$ cat config.mk
export PLATFORM = sky130hd
export DESIGN_NAME = thcfg_regs
export DESIGN_NICKNAME = d
export VERILOG_FILES = /design/src/shared/thcfg_pkg.sv /design/src/rtl/thcfg_sync.sv /design/src/rtl/thcfg_regs.sv
export SDC_FILE = /design/constraint.sdc
export NUM_CORES = 1
export LEC_CHECK = 0
export BUFFER_PORTS_ARGS = -buffer_cell sky130_fd_sc_hd__buf_2
export CORE_MARGIN = 1.5
export CORE_UTILIZATION = 45
export CTS_CLUSTER_SIZE = 20
export DETAILED_ROUTE_END_ITERATION = 8
export GPL_TIMING_DRIVEN = 0
export HOLD_SLACK_MARGIN = 0.1
export PLACE_DENSITY = 0.71
export SETUP_SLACK_MARGIN = 0.4
export SYNTH_ARGS = -nofsm -noshare
export SYNTH_HDL_FRONTEND = slang
export SYNTH_HIERARCHICAL = 1
export SYNTH_SLANG_ARGS = --single-unit
$ cat constraint.sdc
create_clock -name sys_clk -period 2.2 [get_ports sys_clk]
set_input_delay 0.22 -clock sys_clk [delete_from_list [all_inputs] [get_ports sys_clk]]
set_output_delay 0.22 -clock sys_clk [all_outputs]
set_load 0.05 [all_outputs]
$ cat src/shared/thcfg_pkg.sv
// package: offsets, fields, reset values and types of the thermal config block
package thcfg_pkg;

    // ****************************************************************
    // register offsets on the host serial register port
    // ****************************************************************
    localparam logic [7:0] THERMAL_CFG2_ADDR = 8'h17; // thermal zone config two
    localparam logic [7:0] HARVEST_CFG0_ADDR = 8'h18; // harvester config zero

    // ****************************************************************
    // field positions
    // ****************************************************************
    localparam int MON_SEL_LO   = 6; // monitor select, bits 7:6
    localparam int UNUSED_BIT   = 5; // always reads zero
    localparam int WARM_DROP_LO = 3; // warm regulation drop, bits 4:3
    localparam int WARM_CUR_LO  = 0; // warm current scale, bits 2:0
    localparam int PATH_LO      = 6; // harvest path mode, bits 7:6
    localparam int RECHG_LO     = 4; // recharge offset, bits 5:4
    localparam int THRESH_LO    = 0; // regulation threshold, bits 3:0

    // ****************************************************************
    // reset values (plain defaults)
    // ****************************************************************
    localparam logic [7:0] THERMAL_CFG2_RST = 8'h00; // whole register
    localparam logic [7:0] HARVEST_CFG0_RST = 8'h00; // whole register
    localparam logic [7:0] CFG2_WRITE_MASK  = 8'hDF; // bit 5 unwritable
    localparam logic [7:0] CFG2_SUPPLY_MASK = 8'h1F; // supply-edge fields

    // ****************************************************************
    // codes
    // ****************************************************************
    localparam logic [1:0] MON_OFF       = 2'h0; // no periodic monitoring
    localparam logic [1:0] MON_COOL_ROOM = 2'h1; // cool and room allowed
    localparam logic [1:0] MON_ROOM_WARM = 2'h2; // room and warm allowed
    localparam logic [1:0] MON_ALL       = 2'h3; // cool, room, warm allowed

    localparam logic [2:0] ZONE_COLD = 3'h0; // below cool
    localparam logic [2:0] ZONE_COOL = 3'h1; // cool zone
    localparam logic [2:0] ZONE_ROOM = 3'h2; // room zone
    localparam logic [2:0] ZONE_WARM = 3'h3; // warm zone
    localparam logic [2:0] ZONE_HOT  = 3'h4; // above warm

    // drop in 50mV steps for each warm regulation code
    localparam logic [1:0] DROP_CODE0 = 2'h3; // 150mV
    localparam logic [1:0] DROP_CODE1 = 2'h2; // 100mV
    localparam logic [1:0] DROP_CODE2 = 2'h1; // 50mV
    localparam logic [1:0] DROP_CODE3 = 2'h0; // no reduction
    localparam logic [3:0] CUR_BASE   = 4'h2; // code 000 is 0.2x
    localparam logic [3:0] CUR_FULL   = 4'hA; // code 111 is 1.0x
    localparam logic [2:0] CUR_MAXC   = 3'h7; // full-current code

    localparam logic [1:0] PATH_DIRECT = 2'h0; // switch forced on
    localparam logic [1:0] PATH_AUTO   = 2'h1; // by threshold
    localparam logic [1:0] PATH_DIODE  = 2'h2; // ideal diode forced
    localparam logic       EDGE_RISE   = 1'b0; // reset on supply rising

    // ****************************************************************
    // types
    // ****************************************************************
    typedef struct packed {
        logic [7:0] addr;   // register offset
        logic [7:0] wdata;  // write data
        logic       wr;     // write strobe
        logic       rd;     // read strobe
    } thcfg_req_t;

    typedef struct packed {
        logic [1:0] mon_sel;   // harvest_thermal_monitor_select
        logic       unused;    // reads zero
        logic [1:0] warm_drop; // warm_zone_regulation_drop
        logic [2:0] warm_cur;  // warm_zone_current_scale
    } thcfg_cfg2_t;

    typedef struct packed {
        logic [1:0] path;      // harvest_path_fet_mode
        logic [1:0] rechg;     // harvest_recharge_offset
        logic [3:0] thresh;    // harvest_regulation_threshold
    } thcfg_hcfg0_t;

    typedef enum logic {THCFG_DIRECT, THCFG_DIODE} thcfg_path_state_t;

endpackage

$ cat src/rtl/thcfg_sync.sv
// pin synchroniser with agreement filter and edge pulses
`timescale 1ns/10ps
`default_nettype none

module thcfg_sync (
    input  wire logic sys_clk,   // system clock
    input  wire logic rst,       // async reset, high
    input  wire logic clk_en,    // freezes state when low
    input  wire logic pin_in,    // asynchronous pin
    output logic      level,     // filtered level
    output logic      rise,      // one-cycle pulse on rise
    output logic      fall       // one-cycle pulse on fall
);

    // ****************************************************************
    // state
    // ****************************************************************
    logic s1_reg, s2_reg, s3_reg;     // three-stage chain
    logic lvl_reg, rise_reg, fall_reg; // filtered outputs
    logic lvl_next, rise_next, fall_next;

    // change accepted only once stages two and three agree
    always_comb begin
        lvl_next  = lvl_reg;
        rise_next = 1'b0;
        fall_next = 1'b0;
        if (s2_reg == s3_reg && s3_reg != lvl_reg) begin
            lvl_next  = s3_reg;
            rise_next = s3_reg;
            fall_next = ~s3_reg;
        end
    end

    // first stage feeds only the second
    always_ff @(posedge sys_clk or posedge rst) begin
        if (rst) begin
            s1_reg   <= 1'b0;
            s2_reg   <= 1'b0;
            s3_reg   <= 1'b0;
            lvl_reg  <= 1'b0;
            rise_reg <= 1'b0;
            fall_reg <= 1'b0;
        end else if (clk_en) begin
            s1_reg   <= pin_in;
            s2_reg   <= s1_reg;
            s3_reg   <= s2_reg;
            lvl_reg  <= lvl_next;
            rise_reg <= rise_next;
            fall_reg <= fall_next;
        end
    end

    assign level = lvl_reg;
    assign rise  = rise_reg;
    assign fall  = fall_reg;

endmodule
`default_nettype wire

$ cat src/rtl/thcfg_regs.sv
// thermal zone and harvester configuration registers with decode logic
`timescale 1ns/10ps
`default_nettype none

// Contract
// monitor select acts only supply-absent, harvester enabled
// select 00: no periodic thermistor monitoring
// select 01: monitor, charge cool and room
// select 10: monitor, charge room and warm
// select 11: monitor, charge cool, room, warm
// nonzero select samples thermistor on gauge ticks
// warm zone: regulation drop 100mV or 50mV
// warm zone: current 0.2..0.8x, 111 full
// warm fields default on chosen supply edge
// drop code 00 is 150mV, 11 none
// path mode: direct, auto, diode, reserved
// recharge offset 70/120/170/220mV below threshold
// bit 5 ignores writes, reads zero
module thcfg_regs (
    input  wire logic                sys_clk,       // 40 MHz clock
    input  wire logic                rst,           // async reset, high
    input  wire logic                clk_en,        // freezes state when low
    input  wire thcfg_pkg::thcfg_req_t reg_req,     // host register request
    output logic [7:0]               reg_rdata,     // read data
    output logic                     reg_ack,       // access done pulse
    input  wire logic                charger_input_supply,   // pin, async
    input  wire logic                harvester_interaction_enable, // level
    input  wire logic                input_edge_reset_select, // 0 rise
    input  wire logic                fuel_gauge_tick,        // gauge pulse
    input  wire logic [2:0]          thermistor_zone,        // zone result
    input  wire logic                thermistor_zone_valid,  // zone strobe
    input  wire logic                vbat_above_threshold,   // comparator
    input  wire logic                vbat_below_recharge,    // comparator
    output logic                     thermistor_sample_req,  // pulse
    output logic                     harvest_charge_allow,   // level
    output logic                     warm_zone_active,       // level
    output logic [1:0]               regulation_drop_50mv,   // steps
    output logic [3:0]               current_scale_tenths,   // x0.1
    output logic                     path_direct_on,         // switch on
    output logic                     path_ideal_diode,       // diode
    output logic                     path_by_charger,        // charger owns
    output thcfg_pkg::thcfg_hcfg0_t  harvest_cfg             // field copy
);

    // ****************************************************************
    // supply pin synchroniser
    // ****************************************************************
    logic supply_lvl, supply_rise, supply_fall; // filtered level, edges

    thcfg_sync u_supply_sync (
        .sys_clk (sys_clk),
        .rst     (rst),
        .clk_en  (clk_en),
        .pin_in  (charger_input_supply),
        .level   (supply_lvl),
        .rise    (supply_rise),
        .fall    (supply_fall)
    );

    // ****************************************************************
    // register file
    // ****************************************************************
    thcfg_pkg::thcfg_cfg2_t  cfg2_reg, cfg2_next;   // thermal config two
    thcfg_pkg::thcfg_hcfg0_t hcfg0_reg, hcfg0_next; // harvester config
    logic [7:0]              rdata_reg, rdata_next; // read holding
    logic                    ack_reg, ack_next;     // access done
    logic                    edge_hit;              // selected edge seen
    logic                    wr_cfg2, wr_hcfg0;     // write decodes

    always_comb begin
        edge_hit = (input_edge_reset_select == thcfg_pkg::EDGE_RISE) ?
                   supply_rise : supply_fall;
        wr_cfg2  = reg_req.wr &&
                   (reg_req.addr == thcfg_pkg::THERMAL_CFG2_ADDR);
        wr_hcfg0 = reg_req.wr &&
                   (reg_req.addr == thcfg_pkg::HARVEST_CFG0_ADDR);
    end

    // writes, supply-edge defaults and read mux
    always_comb begin
        cfg2_next  = cfg2_reg;
        hcfg0_next = hcfg0_reg;
        rdata_next = rdata_reg;
        ack_next   = reg_req.wr | reg_req.rd;
        if (wr_cfg2) begin
            // bit 5 masked off so it never stores
            cfg2_next = reg_req.wdata & thcfg_pkg::CFG2_WRITE_MASK;
        end
        if (wr_hcfg0) begin
            hcfg0_next = reg_req.wdata;
        end
        // supply edge beats a same-cycle write to the warm fields
        if (edge_hit) begin
            cfg2_next = (cfg2_next & ~thcfg_pkg::CFG2_SUPPLY_MASK) |
                        (thcfg_pkg::THERMAL_CFG2_RST &
                         thcfg_pkg::CFG2_SUPPLY_MASK);
        end
        if (reg_req.rd) begin
            case (reg_req.addr)
                thcfg_pkg::THERMAL_CFG2_ADDR: begin
                    rdata_next = cfg2_reg & thcfg_pkg::CFG2_WRITE_MASK;
                end
                thcfg_pkg::HARVEST_CFG0_ADDR: rdata_next = hcfg0_reg;
                default: rdata_next = 8'h00; // unmapped reads zero
            endcase
        end
    end

    always_ff @(posedge sys_clk or posedge rst) begin
        if (rst) begin
            cfg2_reg  <= thcfg_pkg::THERMAL_CFG2_RST;
            hcfg0_reg <= thcfg_pkg::HARVEST_CFG0_RST;
            rdata_reg <= 8'h00;
            ack_reg   <= 1'b0;
        end else if (clk_en) begin
            cfg2_reg  <= cfg2_next;
            hcfg0_reg <= hcfg0_next;
            rdata_reg <= rdata_next;
            ack_reg   <= ack_next;
        end
    end

    // ****************************************************************
    // thermistor monitoring
    // ****************************************************************
    logic       mon_active;           // select in force and nonzero
    logic [2:0] zone_reg, zone_next;  // last sampled zone
    logic       samp_reg, samp_next;  // sample request pulse
    logic       allow_reg, allow_next;
    logic       warm_reg, warm_next;
    logic [1:0] drop_reg, drop_next;
    logic [3:0] cur_reg, cur_next;

    // select only counts with supply absent and harvester enabled
    assign mon_active = ~supply_lvl && harvester_interaction_enable &&
                        (cfg2_reg.mon_sel != thcfg_pkg::MON_OFF);

    // zone latch and sampling schedule
    always_comb begin
        zone_next = zone_reg;
        samp_next = mon_active && fuel_gauge_tick;
        if (mon_active && thermistor_zone_valid) begin
            zone_next = thermistor_zone;
        end
    end

    // zone gating of harvester charging
    always_comb begin
        allow_next = 1'b1; // no thermal gating while not monitoring
        if (mon_active) begin
            case (cfg2_reg.mon_sel)
                thcfg_pkg::MON_COOL_ROOM: begin
                    allow_next = (zone_reg == thcfg_pkg::ZONE_COOL) ||
                                 (zone_reg == thcfg_pkg::ZONE_ROOM);
                end
                thcfg_pkg::MON_ROOM_WARM: begin
                    allow_next = (zone_reg == thcfg_pkg::ZONE_ROOM) ||
                                 (zone_reg == thcfg_pkg::ZONE_WARM);
                end
                thcfg_pkg::MON_ALL: begin
                    allow_next = (zone_reg == thcfg_pkg::ZONE_COOL) ||
                                 (zone_reg == thcfg_pkg::ZONE_ROOM) ||
                                 (zone_reg == thcfg_pkg::ZONE_WARM);
                end
                default: allow_next = 1'b1;
            endcase
        end
    end

    // warm zone regulation drop and current scale
    always_comb begin
        warm_next = mon_active && (zone_reg == thcfg_pkg::ZONE_WARM);
        drop_next = thcfg_pkg::DROP_CODE3;
        cur_next  = thcfg_pkg::CUR_FULL;
        if (warm_next) begin
            case (cfg2_reg.warm_drop)
                2'h0:    drop_next = thcfg_pkg::DROP_CODE0;
                2'h1:    drop_next = thcfg_pkg::DROP_CODE1;
                2'h2:    drop_next = thcfg_pkg::DROP_CODE2;
                default: drop_next = thcfg_pkg::DROP_CODE3;
            endcase
            if (cfg2_reg.warm_cur == thcfg_pkg::CUR_MAXC) begin
                cur_next = thcfg_pkg::CUR_FULL;
            end else begin
                cur_next = thcfg_pkg::CUR_BASE +
                           {1'b0, cfg2_reg.warm_cur};
            end
        end
    end

    always_ff @(posedge sys_clk or posedge rst) begin
        if (rst) begin
            zone_reg  <= thcfg_pkg::ZONE_ROOM;
            samp_reg  <= 1'b0;
            allow_reg <= 1'b1;
            warm_reg  <= 1'b0;
            drop_reg  <= thcfg_pkg::DROP_CODE3;
            cur_reg   <= thcfg_pkg::CUR_FULL;
        end else if (clk_en) begin
            zone_reg  <= zone_next;
            samp_reg  <= samp_next;
            allow_reg <= allow_next;
            warm_reg  <= warm_next;
            drop_reg  <= drop_next;
            cur_reg   <= cur_next;
        end
    end

    // ****************************************************************
    // harvester path switch control
    // ****************************************************************
    thcfg_pkg::thcfg_path_state_t pst_reg, pst_next; // auto-mode state
    logic direct_reg, direct_next;
    logic diode_reg, diode_next;
    logic chgr_reg, chgr_next;

    // auto mode: diode above threshold, direct again below recharge
    always_comb begin
        pst_next = pst_reg;
        case (pst_reg)
            thcfg_pkg::THCFG_DIRECT: begin
                if (vbat_above_threshold) begin
                    pst_next = thcfg_pkg::THCFG_DIODE;
                end
            end
            thcfg_pkg::THCFG_DIODE: begin
                if (vbat_below_recharge) begin
                    pst_next = thcfg_pkg::THCFG_DIRECT;
                end
            end
            default: pst_next = thcfg_pkg::THCFG_DIRECT;
        endcase
    end

    always_comb begin
        chgr_next   = supply_lvl;
        direct_next = 1'b0;
        diode_next  = 1'b0;
        if (!supply_lvl) begin
            if (!harvester_interaction_enable) begin
                direct_next = 1'b1;
            end else begin
                case (hcfg0_reg.path)
                    thcfg_pkg::PATH_DIRECT: direct_next = 1'b1;
                    thcfg_pkg::PATH_AUTO: begin
                        direct_next = (pst_next == thcfg_pkg::THCFG_DIRECT);
                        diode_next  = (pst_next == thcfg_pkg::THCFG_DIODE);
                    end
                    thcfg_pkg::PATH_DIODE: diode_next = 1'b1;
                    default: direct_next = 1'b1; // reserved: safe on
                endcase
            end
        end
    end

    always_ff @(posedge sys_clk or posedge rst) begin
        if (rst) begin
            pst_reg    <= thcfg_pkg::THCFG_DIRECT;
            direct_reg <= 1'b1;
            diode_reg  <= 1'b0;
            chgr_reg   <= 1'b0;
        end else if (clk_en) begin
            pst_reg    <= pst_next;
            direct_reg <= direct_next;
            diode_reg  <= diode_next;
            chgr_reg   <= chgr_next;
        end
    end

    // ****************************************************************
    // outputs, all from flops
    // ****************************************************************
    assign reg_rdata             = rdata_reg;
    assign reg_ack               = ack_reg;
    assign thermistor_sample_req = samp_reg;
    assign harvest_charge_allow  = allow_reg;
    assign warm_zone_active      = warm_reg;
    assign regulation_drop_50mv  = drop_reg;
    assign current_scale_tenths  = cur_reg;
    assign path_direct_on        = direct_reg;
    assign path_ideal_diode      = diode_reg;
    assign path_by_charger       = chgr_reg;
    assign harvest_cfg           = hcfg0_reg;
endmodule
`default_nettype wire

==> results of run 1 <==
==> placed cells by master, fill, tap and decap left out, types with 2 or more instances in the layout <==
cell	n
a21oi_1	5
a221o_1	6
a22o_1	6
a31oi_1	2
and2_1	7
buf_2	59
buf_6	3
clkbuf_8	8
dfrtp_1	41
dfstp_2	5
ha_1	3
inv_1	17
mux2_2	16
mux2_4	2
nand2_1	12
nand2b_1	2
nand4b_1	2
nor2_1	5
o21ai_0	6
o22ai_1	4
==> kinds of logic after synthesis <==
family,after synthesis,share of synthesized area [%]
compound gates,38,14.2
fa+ha+maj,3,1.80
buf+inv,21,4.86
flops,46,55.6
mux,18,10.1
simple gates,39,13.5
==> report_power, final <==
part           switching, mW  leakage (nW)  internal, mW  total, mW
Clock                  0.283        0.0575         0.317      0.600
Sequential            0.0459         0.605         0.904      0.950
Combinational          0.176         0.666         0.107      0.283
==> worst max-delay path, cell delays in order, from the launching register on <==
cell	delay (ns)
dfrtp_1	0.46
and4bb_2	0.41
nand4b_4	0.18
o32a_2	0.40
==> per-stage QoR <==
step / instances / area [sq um]
2_1_floorplan: 165 / 2080
3_3_place_gp: 276 / 2440
3_5_place_dp: 276 / 2440
4_1_cts: 285 / 2560
5_1_grt: 285 / 2560
6_report: 285 / 2560
==> path summary, 6_finish.rpt <==
path | cells after the start | end | slack [ns]
max | 3 | current_scale_tenths[3] | 0.67
min | 3 | thermistor_sample_req | 0.12
max reg2reg | 3 | current_scale_tenths[3] | 0.67
min reg2reg | 2 | harvest_charge_allow | 0.50
max in group asynchronous | 3 | regulation_drop_50mv[1] | 1.04
min in group asynchronous | 3 | u_supply_sync/rise | 0.38
==> routing by layer <==
metal	wire [um]	up-vias	track usage [%]
li1	-	731	-
met1	1970	714	25.5
met2	2000	43	28.9
met3	240	5	5.98
met4	45	0	4.82
met5	0	-	0
==> cell type report <==
type	count	area (sq um)	area share [%]
buffer	3	33.8	1.32
inverter	18	67.6	2.64
tap	52	65.1	2.54
timing repair buffer	60	305	11.9
sequential	46	1160	45.1
multi-input combinational	98	825	32.2
clock buffer	8	110	4.29
==> flow_summary.yaml, run 1 <==
outcome:
  status: "completed"
critical_path:
  startpoint_type: "register"
  required_ns: 2.43
  endpoint_kind: "register"
  worstPathArrival_ns: 1.76
  crit_fanout: 8
  cp-startpoint: "u_supply_sync/level"
  critPathKind: "register to register"
  rr_startpoint: "u_supply_sync/level"
floorplanning:
  design.die.area_sq_um: 5050
  fp.dieH_um: 71.0
  rows: 24
  coreArea_sq_um: 4410
  start_util_pct: 47.2
  io_pins: 60
  die_w_um: 71.0
route:
  via_count: 1493
  drc: 0
  dr.pass1.iters: 4
  ant_nets: 0
  wl_um: 4260
  wire_per_inst_um: 14.9
  drt-initial-drc-count: 37
  via_per_inst: 5.24
yosys:
  synth_edf_count: 0
  synth_seq_cells: 46
  yosys.area.top_type_share_pct: 49.2
  ys.flop_type: "dfrtp_1"
  synth.area.top_cells: "dfrtp_1 49%, mux2_2 8.6%, dfstp_2 6.3%"
  avgSynthCellArea_sq_um: 12.6
  ys.warnings.count: 6
  syn_area_sq_um: 2080
  ys_top_cells_by_count: "41 x dfrtp_1, 18 x inv_1, 16 x mux2_2, 12 x nand2_1, 7 x and2_1"
  ys_types: 38
  syn_inst: 165
  yosysMostFrequentCell: "dfrtp_1"
  synth_top_area_cell: "dfrtp_1"
  async_flop_share_pct: 100
  seq_area_frac_synth_pct: 55.6
  syn-num-nets: 199
clocking:
  cts-htree-levels: 2
  cts_sinks: 46
  cts_resized: 0
  post-cts-setup-buffers: 0
  path_clk_slew_ns: 0.08
  cts_tree: "built"
  cts_made_buffers: 5
  hold_buffers: 1
  clock_latency_ns: 0.30
  cts_root_buf: "clkbuf_8"
  clock_path_buffers: 2
hold_path:
  worstHoldStart: "fuel_gauge_tick"
  hold_class: "input pin to register"
layout:
  diodes: 0
  fin_util_pct: 58.1
  synthToLayoutAreaGrowth_pct: 23.1
  nFillCells: 380
  finalNetCount: 266
  drive_gt1_share_pct: 45.9
run:
  cap_violations: 0
timing:
  setup_viol: 0
  finalClockSkew_ns: 0.00548
  period_minus_slack_ns: 1.53
  clock.fmax_mhz: 655
  rsz0062_at_grt: "false"
  hold_viol_final: 0
  fin_crit_sh_pct: 69.4
  worst-slew-pin-transition_ns: 0.835
  slew_viol_final: 0
  maxSlewHeadroom_pct: 44.2
  setup_tns_ns: 0
  fin_hold_ws_ns: 0.119
  setup_slack_ns: 0.673
global_routing:
  grt_pass1_wl_um: 7180
  first_global_vias: 1483
  grt_usage_pct: 18.6
  grt_max_degree: 41
  gr-total-overflow: 0
  antenna_found_initial: 0
place:
  gp_congestion: 0.795
  io_buffers: 59
  hpwl_um: 3030
  post-place-ws_ns: 0.569
power:
  powerDensity_nw_per_um2: 715
  p_total_mw: 1.83
  ir_drop_mv: 0.466
  p_leak_nw: 1.33
Note: power is estimated with default switching activity, not from simulation.
==> inputs of run 2 (changes only) <==
==> constraint.sdc (replaced) <==
create_clock -name sys_clk -period 1.55 [get_ports sys_clk]
set_input_delay 0.155 -clock sys_clk [delete_from_list [all_inputs] [get_ports sys_clk]]
set_output_delay 0.155 -clock sys_clk [all_outputs]
set_load 0.05 [all_outputs]
==> flow_summary.yaml, run 2 (same netlist as run 1, synthesis figures left out) <==
clocking:
  path_clk_slew_ns: 0.08
  clock_path_buffers: 2
  cts-htree-levels: 2
  cts_sinks: 46
  cts_root_buf: "clkbuf_8"
  cts_tree: "built"
  clock_latency_ns: 0.30
  cts_made_buffers: 5
timing:
  fin_crit_sh_pct: 85.4
  setup_viol: 0
  worst-slew-pin-transition_ns: 0.695
  fin_hold_ws_ns: 0.113
  finalClockSkew_ns: 0.00517
  rsz0062_at_grt: "true"
  hold_viol_final: 0
  slew_viol_final: 0
  clock.fmax_mhz: 756
  maxSlewHeadroom_pct: 53.6
  period_minus_slack_ns: 1.32
  setup_tns_ns: 0
global_routing:
  grt_pass1_wl_um: 7910
  first_global_vias: 1633
  grt_usage_pct: 20.3
  grt_max_degree: 41
  antenna_found_initial: 0
  gr-total-overflow: 0
power:
  ir_drop_mv: 0.484
  powerDensity_nw_per_um2: 938
  p_total_mw: 2.76
  p_leak_nw: 1.47
route:
  wire_per_inst_um: 15.4
  via_per_inst: 5.28
  ant_nets: 0
  dr.pass1.iters: 5
  via_count: 1638
  wl_um: 4790
  drt-initial-drc-count: 62
  drc: 0
floorplanning:
  start_util_pct: 47.2
  die_w_um: 71.0
  coreArea_sq_um: 4410
  io_pins: 60
  rows: 24
  fp.dieH_um: 71.0
  design.die.area_sq_um: 5050
layout:
  diodes: 0
  drive_gt1_share_pct: 51.9
  finalNetCount: 291
  layout.cells.non_filler: 310
  mostFrequentLayoutCell: "buf_2"
  fin_util_pct: 66.7
  synthToLayoutAreaGrowth_pct: 41.4
  final_cell_mix: "52 x buf_2, 37 x dfrtp_1, 14 x inv_1, 14 x buf_4, 13 x dlygate4sd3_1"
critical_path:
  critPathKind: "register to register"
  worst-path-buf-inv: 1
  crit_chain: "and4bb_4 > nand4b_4 > buf_6 > o22a_2"
  worstPathArrival_ns: 1.55
  crit_slowest_cell: "dfrtp_2"
  required_ns: 1.78
  crit_fanout: 5
  endpoint_kind: "register"
  startpoint_type: "register"
  cp_slowest_stage_delay_ns: 0.41
  cp_top_family: "simple AND/OR/NAND/NOR gates"
place:
  gp_congestion: 0.810
  place_inst: 276
  io_buffers: 59
  hpwl_um: 3220
run:
  cap_violations: 0
hold_path:
  hold_class: "input pin to register"
outcome:
  status: "completed"
-- run 2: worst paths after layout --
kind / start / endpoint / slack (ns) / cells after the start
worst max-delay path: u_supply_sync/level / current_scale_tenths[1] / 0.23 / 4
worst min-delay path: reg_req[8] / cfg2_reg[6] / 0.11 / 2
worst max register to register: u_supply_sync/level / current_scale_tenths[1] / 0.23 / 4
worst min register to register: path_by_charger / path_by_charger / 0.51 / 1
max in group asynchronous: rst / harvest_cfg[6] / 0.57 / 3
min in group asynchronous: rst / u_supply_sync/s2_reg / 0.36 / 3
-- run 2: what timing repair did --
item	4_1_cts	5_1_grt
hold buffers	13	0
buffers inserted	8	5
resized for setup	22	13
hold endpoints to repair	54	0
pin swaps	7	6
setup endpoints to repair	28	75
-- run 2: routing by layer --
layer | part of all wire, % | GRT usage, %
met1 | 47 | 27.7
met2 | 47 | 32.6
met3 | 4.7 | 5.13
met4 | 1.2 | 5.66
met5 | 0 | 0
-- run 2: metrics by stage --
stage / setup WS [ns] / area, sq um
final: 0.227 / 2950
after global routing: 0.175 / 2950
after CTS: 0.181 / 2880
after detailed placement: 0.0528 / 2500
after global placement: -0.205 / 2500
after floorplan: 0.252 / 2140
-- run 2: area by class of cell --
| type | count | area (sq um) |
|---|---|---|
| fillers | 329 | 1470 |
| flip-flops and latches | 46 | 1160 |
| multi-input cells | 98 | 931 |
| repair buffers | 85 | 574 |
| clock buffers | 6 | 72.6 |
| inverters | 18 | 68.8 |
| well taps | 52 | 65.1 |
| clock inverters | 2 | 37.5 |
| plain buffers | 3 | 33.8 |
-- run 2: report_power, final --
part / leakage [nW] / internal, mW / switching, mW
Sequential: 0.599 / 1.29 / 0.0575
Combinational: 0.823 / 0.243 / 0.289
Clock: 0.0514 / 0.481 / 0.406
Total: 1.47 / 2.01 / 0.752
==> inputs of run 3 (changes only) <==
--- a/config.mk
+++ b/config.mk
@@ -13,6 +13,8 @@
 export GPL_TIMING_DRIVEN = 0
 export HOLD_SLACK_MARGIN = 0.1
 export PLACE_DENSITY = 0.71
+export RECOVER_POWER = 100
+export REMOVE_ABC_BUFFERS = 1
 export SETUP_SLACK_MARGIN = 0.4
 export SYNTH_ARGS = -nofsm -noshare
 export SYNTH_HDL_FRONTEND = slang
==> flow_summary.yaml, run 3 (same netlist as run 1, synthesis figures left out) <==
place:
  place_inst: 273
  io_buffers: 59
  placed_area_sq_um: 2410
  gp_congestion: 0.798
  hpwl_um: 2970
critical_path:
  cp_slowest_stage_delay_ns: 0.53
  rr_startpoint: "cfg2_reg[6]"
  crit_fanout: 2
  worst-path-buf-inv: 1
  cp_top_family: "flip-flops"
  startpoint_type: "register"
  regToRegSetupSlack_ns: 0.20
  crit_slowest_cell: "dfstp_2"
  r2r_end: "zone_reg[2]"
  endpoint_kind: "output pin"
  r2r_cells: 4
  worstPathArrival_ns: 1.23
  required_ns: 1.39
  critPathKind: "register to output pin"
  crit_chain: "dlymetal6s2s_1"
floorplanning:
  coreArea_sq_um: 4410
  design.die.area_sq_um: 5050
  start_util_pct: 47.2
  die_w_um: 71.0
  rows: 24
  fp.dieH_um: 71.0
  io_pins: 60
timing:
  clock.fmax_mhz: 721
  worst-slew-pin-transition_ns: 0.824
  slew_viol_final: 0
  period_minus_slack_ns: 1.39
  hold_viol_final: 0
  setup_tns_ns: 0
  maxSlewHeadroom_pct: 45.0
  rsz0062_at_grt: "true"
  finalClockSkew_ns: 0.00392
  setup_viol: 0
  fin_crit_sh_pct: 89.5
global_routing:
  first_global_vias: 1602
  antenna_found_initial: 0
  use_met3_pct: 3.85
  grt_util_met2_pct: 31.5
  grt_pass1_wl_um: 7580
  grt_usage_pct: 19.4
  grt_max_degree: 41
  gr-usage-met1_pct: 25.8
  busiest_layer: "met2"
  gr-total-overflow: 0
clocking:
  cts_tree: "built"
  cts_sinks: 46
  clock_latency_ns: 0.30
  cts-htree-levels: 2
  path_clk_slew_ns: 0.08
  clock_path_buffers: 2
  cts_made_buffers: 5
  cts_root_buf: "clkbuf_8"
layout:
  finalNetCount: 291
  final_cell_mix: "40 x dfrtp_1, 27 x clkbuf_1, 26 x buf_2"
  diodes: 0
  layout.cells.non_filler: 310
  synthToLayoutAreaGrowth_pct: 33.5
  fin_area_sq_um: 2780
  drive_gt1_share_pct: 35.7
  fin_util_pct: 63.0
  nFillCells: 375
  mostFrequentLayoutCell: "dfrtp_1"
outcome:
  status: "completed"
route:
  wire_per_inst_um: 15.6
  via_count: 1623
  wl_um: 4840
  drc: 0
  dr.pass1.iters: 4
  drt-initial-drc-count: 89
  ant_nets: 0
  via_per_inst: 5.24
hold_path:
  hold_class: "input pin to register"
  worstHoldEndpoint: "harvest_cfg[7]"
  worstHoldStart: "reg_req[9]"
  hold_depth: 2
power:
  p_total_mw: 2.53
  powerDensity_nw_per_um2: 911
  p_leak_nw: 1.32
  ir_drop_mv: 0.490
run:
  cap_violations: 0
[run 3: cell count changes in the layout (fill, tap and decap cells not counted), moves of 2 or more]
cell / change
buf_4: -2
mux2_4: -6
buf_8: -3
clkbuf_2: +3
nor4b_4: -2
dfrtp_1: +3
buf_2: -26
dfrtp_2: -3
mux2_2: +2
mux2_1: +4
clkbuf_1: +26
[run 3: how the worst max path moves through the flow]
stage	from	to	slack [ns]	cells past startpoint
2_1_floorplan	harvest_cfg[6]	path_direct_on	0.06	5
3_3_place_gp	clk_en	reg_rdata[6]	-0.41	4
3_5_place_dp	clk_en	reg_rdata[4]	-0.43	4
4_1_cts	cfg2_reg[6]	zone_reg[2]	0.23	4
5_1_grt	reg_req[12]	reg_rdata[4]	0.11	5
6_report	harvest_charge_allow	harvest_charge_allow	0.16	1
[run 3: repair_timing]
action	4_1_cts	5_1_grt
hold endpoints to repair	54	0
pin swaps	6	8
buffers inserted	10	6
gates resized for setup	26	18
hold buffers	13	0
endpoints found under the setup margin	41	73
[run 3: cell type report]
cell class,count,area [sq um],area share [%]
multi-input combinational,98,845,30.4
clock buffer,7,86.3,3.10
sequential,46,1160,41.7
clock inverter,1,5.00,0.180
inverter,18,67.6,2.43
tap,52,65.1,2.34
timing repair buffer,88,554,19.9
[run 3: per-stage QoR]
stage | hold slack, ns | setup slack [ns]
floorplan | -0.0540 | 0.0576
global placement | 0.0854 | -0.409
detailed placement | 0.101 | -0.427
CTS | 0.105 | 0.231
global route | 0.124 | 0.108
finish | 0.131 | 0.163
[run 3: routing by layer]
layer	part of all wire [%]	vias up
li1	-	781
met1	44	780
met2	49	52
met3	5.1	10
met4	1.6	0
met5	0	-
[run 3: report_power, final]
group          leakage (nW)  switching (mW)  total (mW)  internal, mW
Sequential            0.602          0.0529        1.34          1.28
Clock                0.0482           0.387       0.747         0.360
Combinational         0.669           0.280       0.449         0.169
